`src/pkg/pfs_pkg.sv`:
```
// constants and state types for the supply supervisor
// assumes one 100 MHz core clock and synchronous comparator inputs
// How it works
// - hold reset while supply below reset threshold
// - count 65536 clocks before releasing reset
// - brownout below threshold asserts and holds reset
// - control bit 5 at D8h enables warning interrupt
// - enabled warning vectors execution to 0033h
// - warning sets flag bit 4 regardless of enable
// - warning interrupt outranks every other interrupt
package pfs_pkg;
    localparam logic [7:0]  SUPERVISOR_CONTROL_ADDR = 8'hd8;
    localparam int          PF_ENABLE_BIT           = 5;
    localparam int          PF_FLAG_BIT             = 4;
    localparam logic        PF_ENABLE_RESET         = 1'h0;
    localparam logic        PF_FLAG_RESET           = 1'h0;
    localparam logic [15:0] PF_VECTOR               = 16'h0033;
    localparam logic [7:0]  READ_ZERO               = 8'h00;
    localparam int          POWERUP_CLOCKS_DEFAULT  = 65536;
    localparam int          COUNT_W                 = 18;

    typedef struct packed {
        logic        coreReset;
        logic        pfEnable;
        logic        pfFlag;
        logic        irqReq;
        logic        pfIrq;
        logic [15:0] irqVector;
        logic [7:0]  rdData;
    } sup_state_t;

    typedef struct packed {
        logic [COUNT_W-1:0] count;
        logic               done;
    } cnt_state_t;
endpackage

```
`src/pkg/pfs_cnt_if.sv`:
```
// link between the supervisor and its power-up counter
// assumes both ends share core_clk
`timescale 1ns/100ps
interface pfs_cnt_if;
    import pfs_pkg::*;
    logic               supplyLow;
    logic               done;
    logic [COUNT_W-1:0] count;
    modport ctrl (output supplyLow, input done, input count);
    modport cnt  (input supplyLow, output done, output count);
endinterface

```
`src/hw/power_fail_supervisor.sv`:
```
// supply supervisor: power-on and brownout reset, early warning interrupt
// assumes comparator outputs and sfr strobes synchronous to core_clk
`timescale 1ns/100ps
module power_fail_supervisor
    import pfs_pkg::*;
#(
    parameter int POWERUP_CLOCKS = POWERUP_CLOCKS_DEFAULT
) (
    input  wire logic        core_clk,
    input  wire logic        reset_n,
    input  wire logic        belowResetLevel,
    input  wire logic        belowWarningLevel,
    input  wire logic [7:0]  sfrAddr,
    input  wire logic        sfrWrEn,
    input  wire logic [7:0]  sfrWrData,
    input  wire logic        userIrqReq,
    input  wire logic [15:0] userIrqVector,
    output logic             coreReset,
    output logic             pfIrq,
    output logic             irqReq,
    output logic [15:0]      irqVector,
    output logic [7:0]       sfrRdData
);
    pfs_cnt_if link ();

    sup_state_t stateFf;
    sup_state_t nxtState;
    logic       ctrlWrite;

    power_up_counter #(
        .POWERUP_CLOCKS (POWERUP_CLOCKS)
    ) u_counter (
        .core_clk (core_clk),
        .reset_n  (reset_n),
        .link     (link)
    );

    assign link.supplyLow = belowResetLevel;
    assign ctrlWrite      = sfrWrEn && (sfrAddr == SUPERVISOR_CONTROL_ADDR);

    always_comb begin
        nxtState = stateFf;
        // reset held while supply low or count not finished
        nxtState.coreReset = belowResetLevel || !link.done;
        if (ctrlWrite) begin
            nxtState.pfEnable = sfrWrData[PF_ENABLE_BIT];
            if (!sfrWrData[PF_FLAG_BIT]) begin
                nxtState.pfFlag = 1'h0;
            end
        end
        // set wins over a clear in the same cycle
        if (belowWarningLevel) begin
            nxtState.pfFlag = 1'h1;
        end
        nxtState.pfIrq = nxtState.pfFlag && nxtState.pfEnable;
        nxtState.irqReq = nxtState.pfIrq || userIrqReq;
        if (nxtState.pfIrq) begin
            nxtState.irqVector = PF_VECTOR;
        end else begin
            nxtState.irqVector = userIrqVector;
        end
        nxtState.rdData = READ_ZERO;
        if (sfrAddr == SUPERVISOR_CONTROL_ADDR) begin
            nxtState.rdData[PF_ENABLE_BIT] = nxtState.pfEnable;
            nxtState.rdData[PF_FLAG_BIT]   = nxtState.pfFlag;
        end
    end

    always_ff @(posedge core_clk) begin
        if (!reset_n) begin
            stateFf           <= '0;
            stateFf.coreReset <= 1'h1;
            stateFf.pfEnable  <= PF_ENABLE_RESET;
            stateFf.pfFlag    <= PF_FLAG_RESET;
        end else begin
            stateFf <= nxtState;
        end
    end

    assign coreReset = stateFf.coreReset;
    assign pfIrq     = stateFf.pfIrq;
    assign irqReq    = stateFf.irqReq;
    assign irqVector = stateFf.irqVector;
    assign sfrRdData = stateFf.rdData;

    // cycles the supply has stayed good, saturating at the release point
    localparam logic [COUNT_W-1:0] GOOD_LIMIT = COUNT_W'(POWERUP_CLOCKS + 1);
    logic [COUNT_W-1:0] goodCntFf;

    always_ff @(posedge core_clk) begin
        if (!reset_n || belowResetLevel) begin
            goodCntFf <= '0;
        end else if (goodCntFf != GOOD_LIMIT) begin
            goodCntFf <= goodCntFf + COUNT_W'(1);
        end
    end
endmodule // power_fail_supervisor

```
`src/hw/power_up_counter.sv`:
```
// power-up delay counter, cleared while the supply is low
// assumes supplyLow is synchronous to core_clk
`timescale 1ns/100ps
module power_up_counter
    import pfs_pkg::*;
#(
    parameter int POWERUP_CLOCKS = POWERUP_CLOCKS_DEFAULT
) (
    input  wire logic core_clk,
    input  wire logic reset_n,
    pfs_cnt_if.cnt    link
);
    localparam logic [COUNT_W-1:0] LAST = COUNT_W'(POWERUP_CLOCKS);

    cnt_state_t stateFf;
    cnt_state_t nxtState;

    always_comb begin
        nxtState = stateFf;
        if (link.supplyLow) begin
            nxtState.count = '0;
        end else if (stateFf.count != LAST) begin
            nxtState.count = stateFf.count + COUNT_W'(1);
        end
        nxtState.done = !link.supplyLow && (nxtState.count == LAST);
    end

    always_ff @(posedge core_clk) begin
        if (!reset_n) begin
            stateFf <= '0;
        end else begin
            stateFf <= nxtState;
        end
    end

    assign link.done  = stateFf.done;
    assign link.count = stateFf.count;
endmodule // power_up_counter

```
`config.mk`:
```
export PLATFORM = sky130hd
export DESIGN_NAME = power_fail_supervisor
export DESIGN_NICKNAME = d
export VERILOG_FILES = /design/src/pkg/pfs_pkg.sv /design/src/pkg/pfs_cnt_if.sv /design/src/hw/power_fail_supervisor.sv /design/src/hw/power_up_counter.sv
export SDC_FILE = /design/constraint.sdc
export NUM_CORES = 1
export LEC_CHECK = 0
export BUFFER_PORTS_ARGS = -buffer_cell sky130_fd_sc_hd__buf_2
export CAP_MARGIN = 20
export CORE_ASPECT_RATIO = 1.75
export CORE_MARGIN = 2
export CORE_UTILIZATION = 56
export CTS_BUF_LIST = sky130_fd_sc_hd__clkbuf_4 sky130_fd_sc_hd__clkbuf_8
export DETAILED_ROUTE_END_ITERATION = 8
export GPL_ROUTABILITY_DRIVEN = 0
export PLACE_DENSITY = 0.85
export SLEW_MARGIN = 20
export SYNTH_ARGS = -nofsm -noshare
export SYNTH_HDL_FRONTEND = slang
export SYNTH_HIERARCHICAL = 1
export SYNTH_SLANG_ARGS = --single-unit
```
`constraint.sdc`:
```
create_clock -name core_clk -period 4.6 [get_ports core_clk]
set_input_delay 0.23 -clock core_clk [delete_from_list [all_inputs] [get_ports core_clk]]
set_output_delay 0.23 -clock core_clk [all_outputs]
set_load 0.05 [all_outputs]
```
# == Word level (Yosys, flattened, before mapping) ==
# Index checks and enable logic that the tools add are counted.
# word_totals
wordCells,31
regBits,48
in_bits,38
out_inout_bits,27
# classes
mux,6
bitwise_logic,1
n_eq_ne,3
n_addsub,1
reduce_logical,9
# ops
operator,n
$mux 18,2
$add 18x1->18 const B,1
$eq 18x17->1 const B,1
$ne 18x17->1 const B,1
$eq 8x8->1 const B,1
$mux 6,1
$logic_and 1x1->1,3
$logic_not 1->1,2
$logic_or 1x1->1,2
$mux 1,2
$mux 2,1
$reduce_and 2->1,1
$reduce_or 2->1,1
$not 1->1,1

# == Depth between registers and ports, before layout ==
# Gate-level depths: netlist (run 1).
# depth
word_depth,6
ltp_mapped,8
depth_no_buf,7

# == Cells and area by module ==
# Netlist (run 1), hierarchy kept.
# modules_own_cells
mod,n_inst,area_each_um2,seq_area_each_um2,cells_each
power_up_counter,1,1087.3,380.4,134
power_fail_supervisor,1,932.1,460.4,97

# == Worst setup path after synthesis (run 1) ==
# No wires, ideal clock.
# synth_path
path_type,reg2reg
start,reg u_counter.stateFf (netlist bit u_counter/link.count[0])
end,reg u_counter.stateFf (netlist bit u_counter/link.done)
t_required_ns,4.512
n_path_buf,1
arrival_time_ns,2.026
setup_time_ns,0.088
path_stages_with_launch,9
setup_slack_ns,2.487
period_less_slack_ns,2.113
cell_sequence,dfxtp_1 -> ha_1 -> clkbuf_1 -> inv_2 -> nor4_4 -> xnor2_1 -> nor2_1 -> or4_1 -> nor4_2
# synth_between
elab_chain_len,5
elab_cells_between_ends,6
classes_between,add/sub: 1; eq/ne: 2; mux: 2; reduce/logical: 1
# synth_lines
item,line,rtl
"start, declared",power_up_counter.sv:15,cnt_state_t stateFf;
"start signal, assigned",power_up_counter.sv:32,stateFf <= nxtState;
$add 18x1->18 or $ne 18x17->1 (tied branches),"power_up_counter.sv:23, power_up_counter.sv:22",
$mux 18 (*),power_up_counter.sv:22,end else if (stateFf.count != LAST) begin
$mux 18 (*),power_up_counter.sv:20,if (link.supplyLow) begin
$eq 18x17->1 (*),power_up_counter.sv:25,nxtState.done = !link.supplyLow && (nxtState.count == LAST);
$logic_and 1x1->1 (*),power_up_counter.sv:25,
# Mark *: on every way between the ends. The rest lies on a longest branch, timed or not.
# A chain may end at the register's enable or synchronous reset.

# == Worst setup path in the final report (run 1) ==
# layout_path
start,reg u_counter.stateFf (netlist bit u_counter/link.count[9])
end,reg u_counter.stateFf (netlist bit u_counter/link.done)
# The elaborated chain is that of the path after synthesis.

==> results of run 1 <==
## through the flow
step | cell area, sq um | instances | util | power [mW] | worst slack (ns)
2_1_floorplan | 2040 | 236 | - | 0.458 | 2.49
3_3_place_gp | 2110 | 297 | 0.616 | 0.467 | 2.38
3_5_place_dp | 2110 | 297 | 0.616 | 0.469 | 2.37
4_1_cts | 2230 | 305 | 0.649 | 0.754 | 2.34
5_1_grt | 2230 | 305 | 0.649 | 0.777 | 2.21
6_report | 2230 | 305 | 0.649 | 0.747 | 2.31
## cell usage after synthesis
master	n
o21ai_1	1
and2_1	2
nand3b_1	2
nand4_2	2
nand2_1	18
nor4b_4	1
nor4_2	1
clkbuf_1	6
inv_2	1
o22a_1	1
xor2_1	11
dfxtp_1	42
xnor2_1	8
and4b_1	1
or2_1	1
nor4_1	3
a31o_2	2
and3_1	2
nor2_1	37
nand4bb_1	1
buf_4	25
buf_6	1
o21a_1	5
nor4_4	1
a21oi_1	6
conb_1	1
nand4_1	3
nor3_1	7
or4_1	2
a21oi_4	1
buf_2	4
ha_1	2
nand3_1	11
nand4b_1	1
inv_1	4
mux2i_1	2
nor3b_1	1
nor2b_1	3
nand2b_1	1
and4_1	1
and2_2	1
a31oi_1	3
or3_1	2
## flip-flops by register name, summed over array words and instances (netlist names)
signal	flops
irqReq	1
sfrRdData	2
u_counter/link.done	1
pfIrq	1
irqVector	16
coreReset	1
u_counter/link.count	18
stateFf	2
## power groups by stage
stage | Clock, mW | Combinational, mW | Sequential (mW)
after floorplan | 0 | 0.0723 | 0.386
after global placement | 0 | 0.0827 | 0.385
after detailed placement | 0 | 0.0842 | 0.385
after CTS | 0.294 | 0.0844 | 0.376
after global routing | 0.310 | 0.0899 | 0.377
final | 0.287 | 0.0839 | 0.376
## worst paths after layout
path	startpoint	end	slack (ns)	depth (start not counted)
hold reg to reg	u_counter/link.done$_SDFF_PN0_	coreReset$_SDFF_PN1_	0.39	1
hold / removal	userIrqVector[4]	irqVector[4]$_SDFF_PN0_	0.15	2
setup / recovery	u_counter/link.count[9]$_SDFF_PN0_	u_counter/link.done$_SDFF_PN0_	2.31	6
setup reg to reg	u_counter/link.count[9]$_SDFF_PN0_	u_counter/link.done$_SDFF_PN0_	2.31	6
## cell families (layout without fill, tap and decap cells)
family	Yosys count	count (layout)
AO/OA/AOI/OAI	19	19
XOR/XNOR	19	19
adder cells (fa/ha/maj)	2	2
buffers and inverters	41	65
flip-flops	42	42
multiplexers	2	2
other	1	6
AND/OR/NAND/NOR	105	105
## routing by layer
metal / part of all wire / track usage / routed length [microns] / up-vias
li1: - / - / - / 794
met4: 0.046 / 0.131 / 178 / 0
met5: 0 / 0 / 0 / -
met1: 0.36 / 0.202 / 1400 / 721
met3: 0.061 / 0.0396 / 234 / 21
met2: 0.53 / 0.364 / 2050 / 75
## area by class of cell
type | instances | share of cell area
Tap cell | 45 | 0.0253
Multi-Input combinational cell | 153 | 0.421
Sequential cell | 42 | 0.378
Timing Repair Buffer | 52 | 0.117
Clock buffer | 6 | 0.0343
Inverter | 5 | 0.00843
Clock inverter | 2 | 0.0169
==> results.sh, run 1 <==
export IMPL_tightest_slew_ns=0.700
export IMPL_multiInputGateArea_sq_um=937
export IMPL_synth_xor_area_frac=0.0824
export IMPL_relSlewSlack=0.533
export IMPL_die_h_microns=83.4
export IMPL_numCtsBuffers=5
export IMPL_ant_nets=0
export IMPL_postCtsSetupBuffers=0
export IMPL_synthMuxAreaShare=0.00991
export IMPL_intPower_mw=0.564
export IMPL_cts_hold_buffers_added=0
export IMPL_die_width_microns=49.4
export IMPL_grt_usage=0.201
export IMPL_fill_cells=315
export IMPL_antenna_found_initial=0
export IMPL_ir_worst_vdd_v=0.000265
export IMPL_synth_seq_cells=42
export IMPL_clock_latency_ns=0.29
export IMPL_nets=299
export IMPL_critPathTopFamily="simple AND/OR/NAND/NOR gates"
export IMPL_cpPeakStageDelay_ns=0.54
export IMPL_switching_share=0.245
export IMPL_final_common_cell="buf_2"
export IMPL_drt_vias_per_instance=5.28
export IMPL_coreArea_sq_um=3430
export IMPL_ys_seq_area_frac=0.416
export IMPL_synth_compound_gate_area_share=0.0663
export IMPL_power_frac_clock=0.384
export IMPL_htreeDepth=2
export IMPL_diodes=0
export IMPL_rows=28
export IMPL_p_leak_nw=0.987
export IMPL_synth_area_leader_cell="dfxtp_1"
export IMPL_path_class="reg -> reg"
export IMPL_ios=65
export IMPL_yosysUniqueCellTypes=43
export IMPL_grt_pass1_vias=1565
export IMPL_grt_setup_unrepaired="false"
export IMPL_ff_latch_area_sq_um=841
export IMPL_yosys_warnings=6
export IMPL_fin_crit_sh=0.497
export IMPL_end_kind="register"
export IMPL_power_share_sequential=0.503
export IMPL_wl_per_cell_microns=12.7
export IMPL_cts_root_buf="clkbuf_8"
export IMPL_dieArea_sq_um=4120
export IMPL_yosys_area_share_simple=0.282
export IMPL_drc=0
export IMPL_min_path_type="in -> reg"
export IMPL_start_kind="register"
export IMPL_grt_max_degree=24
export IMPL_critPathArrivalTime_ns=2.50
export IMPL_cts_tree="yes"
export IMPL_critical_path_slowest_cell="or4_1"
export IMPL_synth_area_leaders="dfxtp_1 42%, buf_4 9.3%, nor2_1 6.9%, xor2_1 4.8%, xnor2_1 3.5%"
export IMPL_power_density_nw_per_um2=336
export IMPL_tns_ns=0
export IMPL_maxCapViolations=0
export IMPL_synth_area_sq_um=2020
export IMPL_setup_violations=0
export IMPL_pwr_share_comb=0.112
export IMPL_finClkSkew_ns=0.00421
export IMPL_io_buffers=52
export IMPL_crit_required_ns=4.81
export IMPL_vias=1611
export IMPL_syn_instance_count=231
export IMPL_hold_violations=0
export IMPL_wl_mm=3.87
export IMPL_cts_clk_slew_worst_paths_ns=0.08
export IMPL_finalCriticalPeriod_ns=2.29
export IMPL_crit_fanout=5
export IMPL_netlist_area_leader_share=0.416
export IMPL_timing_hold_ws_ns=0.148
export IMPL_grt_pass1_wl_mm=6.53
export IMPL_status="complete, no violations"
export IMPL_crit_chain="nor4_1 > nand3_1 > or4_1 > mux2i_1 > or4_1 > nor4_2"
export IMPL_syn_avg_cell_area_sq_um=8.74
export IMPL_clock_path_buffers=2
export IMPL_drt_iter0_drc=46
export IMPL_firstDrtPassIters=4
export IMPL_synth_fa_ha_area_frac=0.0124
export IMPL_start_util=0.588
export IMPL_final_cell_mix="52 x buf_2, 42 x dfxtp_1, 37 x nor2_1, 18 x nand2_1"
export IMPL_cpMostUsedCell="or4_1"
export IMPL_grt_overflow=0
export IMPL_syn_to_final_growth_pct=10.3
export IMPL_hpwl_mm=2.86
export IMPL_switching_power_mw=0.183
export IMPL_critPathBufInv=0
export IMPL_finalMaxSlewViolations=0
export IMPL_synth_top_family_by_area="simple AND/OR/NAND/NOR gates"
export IMPL_clock_sinks=42
export IMPL_cts_resized=0
export IMPL_timing_fmax_ghz=0.437
export IMPL_drive_above_1_share=0.269
Power figures use the tool's default switching activity.
==> run 2: changes to the inputs <==
CORE_UTILIZATION = 47   (was 56)
PLACE_DENSITY = 0.76   (was 0.85)
clock period = 2.1 ns   (was 4.6 ns; I/O delays follow)
==> run 2 against run 1 <==
Design area rose by 6.6%; largest power group unchanged; clock power rose by 120%; the run now ends with setup timing left; die area rose by 18%; fmax rose by 8.0%; sequential share of layout area fell by 2.1 points; first-iteration DRC count rose by 22%; via count rose by 3.2%; routed wire length rose by 12%; critical path depth rose by 1; clock-buffer cell count did not move.
==> results.sh, run 2 (synthesis gave the netlist of run 1 again) <==
export IMPL_status="finished, violations left"
export IMPL_violations="setup timing"
export IMPL_clock_sinks=42
export IMPL_hold_violations=0
export IMPL_fin_cells=324
export IMPL_nets=314
export IMPL_htreeDepth=2
export IMPL_grt_setup_unrepaired="true"
export IMPL_start_kind="register"
export IMPL_numCtsBuffers=5
export IMPL_ios=65
export IMPL_dp_cells=316
export IMPL_antenna_found_initial=0
export IMPL_placed_cell_area_sq_um=2230
export IMPL_holdCritStartpoint="userIrqVector[5]"
export IMPL_die_width_microns=53.6
export IMPL_finClkSkew_ns=0.00406
export IMPL_start_util=0.487
export IMPL_drt_vias_per_instance=5.13
export IMPL_cpPeakStageDelay_ns=0.39
export IMPL_critical_path_slowest_cell="dfxtp_1"
export IMPL_rows=31
export IMPL_r2r_slack_ns=-0.02
export IMPL_maxCapViolations=0
export IMPL_cts_root_buf="clkbuf_8"
export IMPL_timing_fmax_ghz=0.472
export IMPL_path_class="reg -> reg"
export IMPL_final_common_cell="buf_2"
export IMPL_power_density_nw_per_um2=693
export IMPL_worst_r2r_path_depth=7
export IMPL_dieArea_sq_um=4860
export IMPL_finalCriticalPeriod_ns=2.12
export IMPL_crit_fanout=3
export IMPL_min_to="irqVector[5]$_SDFF_PN0_"
export IMPL_vias=1663
export IMPL_grt_pass1_wl_mm=6.87
export IMPL_grt_usage=0.189
export IMPL_wl_per_cell_microns=13.4
export IMPL_drt_iter0_drc=56
export IMPL_syn_to_final_growth_pct=17.5
export IMPL_diodes=0
export IMPL_ir_worst_vdd_v=0.000523
export IMPL_final_cell_mix="52 x buf_2, 38 x dfxtp_1, 36 x nor2_1, 18 x nand2_1, 15 x buf_4"
export IMPL_worstHoldPathCells=2
export IMPL_io_buffers=52
export IMPL_grt_max_degree=24
export IMPL_finalMaxSlewViolations=0
export IMPL_place_ws_ns=0.0326
export IMPL_cts_hold_buffers_added=0
export IMPL_ant_nets=0
export IMPL_coreArea_sq_um=4150
export IMPL_cts_clk_slew_worst_paths_ns=0.08
export IMPL_die_h_microns=90.7
export IMPL_fin_ws_ns=-0.0173
export IMPL_clock_path_buffers=2
export IMPL_drive_above_1_share=0.349
export IMPL_critPathArrivalTime_ns=2.32
export IMPL_p_leak_nw=1.07
export IMPL_min_path_type="in -> reg"
export IMPL_crit_chain="buf_4 > nand4_1 > or2_1 > nor4_1 > xnor2_1 > nand4b_1 > nor4_2"
export IMPL_clock_latency_ns=0.29
export IMPL_grt_pass1_vias=1623
export IMPL_fill_cells=390
export IMPL_multiInputGateArea_sq_um=961
export IMPL_hpwl_mm=3.10
export IMPL_firstDrtPassIters=4
export IMPL_crit_required_ns=2.30
export IMPL_drc=0
export IMPL_fin_area_sq_um=2370
export IMPL_setup_violations=1
export IMPL_largest_reg_flops=18
export IMPL_cts_tree="yes"
export IMPL_ff_latch_area_sq_um=846
export IMPL_end_kind="register"
export IMPL_grt_overflow=0
export IMPL_rr_startpoint="u_counter/link.count[11]$_SDFF_PN0_"
export IMPL_worstReg2RegEnd="u_counter/link.done$_SDFF_PN0_"
export IMPL_fin_crit_sh=1.01
export IMPL_wl_mm=4.34
-- run 2: cell count changes in the layout (fill, tap and decap cells not counted), sizes merged --
cell  previous run  this run
buf             52        67
-- run 2: worst max-delay path by stage --
stage	to	cells past startpoint	slack [ns]	from
5_1_grt	u_counter/link.done$_SDFF_PN0_	6	-0.05	u_counter/link.count[9]$_SDFF_PN0_
6_report	u_counter/link.done$_SDFF_PN0_	7	-0.02	u_counter/link.count[11]$_SDFF_PN0_
2_1_floorplan	u_counter/link.done$_SDFF_PN0_	8	0.01	u_counter/link.count[5]$_SDFF_PN0_
3_3_place_gp	u_counter/link.done$_SDFF_PN0_	6	0.03	u_counter/link.count[9]$_SDFF_PN0_
3_5_place_dp	u_counter/link.done$_SDFF_PN0_	6	0.03	u_counter/link.count[9]$_SDFF_PN0_
4_1_cts	u_counter/link.done$_SDFF_PN0_	6	0.04	u_counter/link.count[2]$_SDFF_PN0_
-- run 2: stage by stage --
step | utilization | power, mW | hold WS [ns] | TNS (ns)
2_1_floorplan | - | 1.00 | 0.211 | 0
3_3_place_gp | 0.538 | 1.03 | 0.316 | 0
3_5_place_dp | 0.538 | 1.03 | 0.316 | 0
4_1_cts | 0.566 | 1.67 | 0.00754 | 0
5_1_grt | 0.572 | 1.73 | 0.00786 | -0.0535
6_report | 0.572 | 1.65 | 0.0211 | -0.0173
-- run 2: layout make-up --
| cell class | instances | share of cell area |
|---|---|---|
| sequential | 42 | 0.356 |
| clock buffer | 6 | 0.0322 |
| timing repair buffer | 67 | 0.157 |
| tap | 49 | 0.0258 |
| inverter | 5 | 0.00791 |
| multi-input combinational | 153 | 0.405 |
| clock inverter | 2 | 0.0158 |
-- run 2: timing repair --
action | in CTS | in global routing
buffers inserted | 0 | 0
resized for setup | 1 | 10
endpoints found under the setup margin | 1 | 1
pin swaps | 1 | 0
-- run 2: power breakdown --
part	internal, mW	switching [mW]	leakage [nW]	total [mW]
Combinational	0.0555	0.134	0.674	0.190
Sequential	0.817	0.00602	0.345	0.823
Clock	0.367	0.265	0.0548	0.633
Total	1.24	0.405	1.07	1.65
-- run 2: worst max-delay path, delay by kind of cell (launching register included) --
kind / cells / cell delay, ns
XOR/XNOR: 1 / 0.22
AND/OR/NAND/NOR: 5 / 1.28
buffers and inverters: 1 / 0.14
flip-flops: 1 / 0.39
-- run 2: routing by layer --
metal  routed length [microns]  part of all wire  vias to the layer above  track usage
met5                         0                 0                        -            0
li1                          -                 -                      825            -
met2                      2380              0.55                       75        0.333
met1                      1580              0.36                      747        0.173
met4                       146             0.034                        0        0.139
met3                       239             0.055                       16       0.0480
==> run 3: changes to the inputs <==
CORE_UTILIZATION = 45   (was 47)
CTS_BUF_LIST = sky130_fd_sc_hd__clkbuf_8 sky130_fd_sc_hd__clkbuf_16   (was sky130_fd_sc_hd__clkbuf_4 sky130_fd_sc_hd__clkbuf_8)
PLACE_DENSITY = 0.73   (was 0.76)
RECOVER_POWER = 25   (was default)
==> run 3 against run 2 <==
The run now ends clean; fmax up 3.7%; sequential power hardly changed; critical path depth is 1 lower; clock-buffer cell count is the same; first-iteration DRC count fell by 38%; largest power group unchanged.
==> results.sh, run 3 (synthesis gave the netlist of run 1 again) <==
export IMPL_drc=0
export IMPL_cts_root_buf="clkbuf_8"
export IMPL_clock_latency_ns=0.29
export IMPL_fill_cells=414
export IMPL_worstHoldPathCells=2
export IMPL_tightest_slew_ns=0.597
export IMPL_hold_violations=0
export IMPL_rr_startpoint="u_counter/link.count[8]$_SDFF_PN0_"
export IMPL_start_util=0.463
export IMPL_finalMaxSlewViolations=0
export IMPL_vias=1625
export IMPL_cts_clk_slew_worst_paths_ns=0.08
export IMPL_fin_ws_ns=0.0580
export IMPL_place_ws_ns=0.0165
export IMPL_p_total_mw=1.54
export IMPL_htreeDepth=2
export IMPL_final_common_cell="buf_2"
export IMPL_fin_area_sq_um=2340
export IMPL_fin_crit_sh=0.972
export IMPL_grt_pass1_wl_mm=6.38
export IMPL_grt_max_degree=24
export IMPL_tns_ns=0
export IMPL_ir_worst_vdd_v=0.000434
export IMPL_setup_violations=0
export IMPL_power_density_nw_per_um2=658
export IMPL_placed_cell_area_sq_um=2240
export IMPL_dieArea_sq_um=5060
export IMPL_hpwl_mm=3.13
export IMPL_syn_to_final_growth_pct=16.1
export IMPL_crit_chain="nor4_1 > nand3_1 > or4_4 > mux2i_1 > or4_1 > nor4_2"
export IMPL_grt_setup_unrepaired="true"
export IMPL_holdCritStartpoint="userIrqVector[5]"
export IMPL_wl_mm=4.09
export IMPL_wl_per_cell_microns=12.5
export IMPL_finalCriticalPeriod_ns=2.04
export IMPL_critical_path_slowest_cell="or4_1"
export IMPL_ff_latch_area_sq_um=846
export IMPL_die_width_microns=54.6
export IMPL_start_kind="register"
export IMPL_p_leak_nw=1.03
export IMPL_grt_pass1_vias=1506
export IMPL_final_cell_mix="42 x buf_2, 38 x dfxtp_1, 37 x nor2_1, 18 x nand2_1, 16 x buf_4"
export IMPL_coreArea_sq_um=4360
export IMPL_finClkSkew_ns=0.00442
export IMPL_end_kind="register"
export IMPL_grt_usage=0.173
export IMPL_drt_vias_per_instance=4.97
export IMPL_cts_tree="yes"
export IMPL_multiInputGateArea_sq_um=953
export IMPL_clock_path_buffers=2
export IMPL_rows=32
export IMPL_min_path_type="in -> reg"
export IMPL_die_h_microns=92.6
export IMPL_ant_nets=0
export IMPL_status="complete, no violations"
export IMPL_drt_iter0_drc=35
export IMPL_cpPeakStageDelay_ns=0.48
export IMPL_antenna_found_initial=0
export IMPL_nets=315
export IMPL_largest_reg_flops=18
export IMPL_crit_fanout=4
export IMPL_firstDrtPassIters=4
export IMPL_maxCapViolations=0
export IMPL_grt_overflow=0
export IMPL_r2r_slack_ns=0.06
export IMPL_drive_above_1_share=0.301
export IMPL_timing_hold_ws_ns=0.0144
export IMPL_worst_r2r_path_depth=6
export IMPL_worstReg2RegEnd="u_counter/link.done$_SDFF_PN0_"
export IMPL_min_to="irqVector[5]$_SDFF_PN0_"
export IMPL_path_class="reg -> reg"
export IMPL_crit_required_ns=2.31
export IMPL_ios=65
export IMPL_io_buffers=52
export IMPL_timing_fmax_ghz=0.490
export IMPL_relSlewSlack=0.604
export IMPL_numCtsBuffers=5
export IMPL_clock_sinks=42
export IMPL_critPathArrivalTime_ns=2.25
export IMPL_diodes=0
==> run 3: worst max-delay path: cells and delay by family, from the launching register on <==
| family | cells | cell delay, ns |
|---|---|---|
| AND/OR/NAND/NOR | 5 | 1.43 |
| flip-flops | 1 | 0.38 |
| multiplexers | 1 | 0.13 |
==> run 3: through the flow <==
step / instances / util
after floorplan: 236 / -
after global placement: 319 / 0.513
after detailed placement: 319 / 0.513
after CTS: 327 / 0.537
after global routing: 327 / 0.537
final: 327 / 0.537
==> run 3: metal layers <==
metal  vias up  GRT usage  share of wire
li1        825          -              -
met1       736      0.160           0.36
met2        48      0.312           0.54
met3        16     0.0290          0.049
met4         0      0.123          0.047
met5         -          0              0
==> run 3: power breakdown <==
part | switching, mW | total [mW] | leakage [nW] | internal, mW
clock network | 0.269 | 0.533 | 0.0472 | 0.264
logic | 0.134 | 0.186 | 0.640 | 0.0524
registers | 0.00627 | 0.823 | 0.346 | 0.817
==> run 3: what timing repair did <==
action / in CTS / in global routing
resized for setup: 1 / 6
hold buffers: 0 / 0
pin swaps: 0 / 2
buffers inserted: 0 / 0
endpoints found under the setup margin: 1 / 1
==> run 3: worst max-delay path by stage <==
stage                                                  start                        endpoint  slack, ns  depth (start not counted)
after floorplan           u_counter/link.count[5]$_SDFF_PN0_  u_counter/link.done$_SDFF_PN0_       0.01                          8
after global placement    u_counter/link.count[9]$_SDFF_PN0_  u_counter/link.done$_SDFF_PN0_       0.03                          6
after detailed placement  u_counter/link.count[9]$_SDFF_PN0_  u_counter/link.done$_SDFF_PN0_       0.02                          6
after CTS                 u_counter/link.count[7]$_SDFF_PN0_  u_counter/link.done$_SDFF_PN0_       0.02                          6
after global routing      u_counter/link.count[8]$_SDFF_PN0_  u_counter/link.done$_SDFF_PN0_      -0.04                          6
final                     u_counter/link.count[8]$_SDFF_PN0_  u_counter/link.done$_SDFF_PN0_       0.06                          6
==> run 3: final cells by class <==
class,instances,area share
timing repair buffer,68,0.157
clock buffer,6,0.0352
clock inverter,2,0.00534
tap,51,0.0272
sequential,42,0.361
inverter,5,0.00800
multi-input combinational,153,0.407
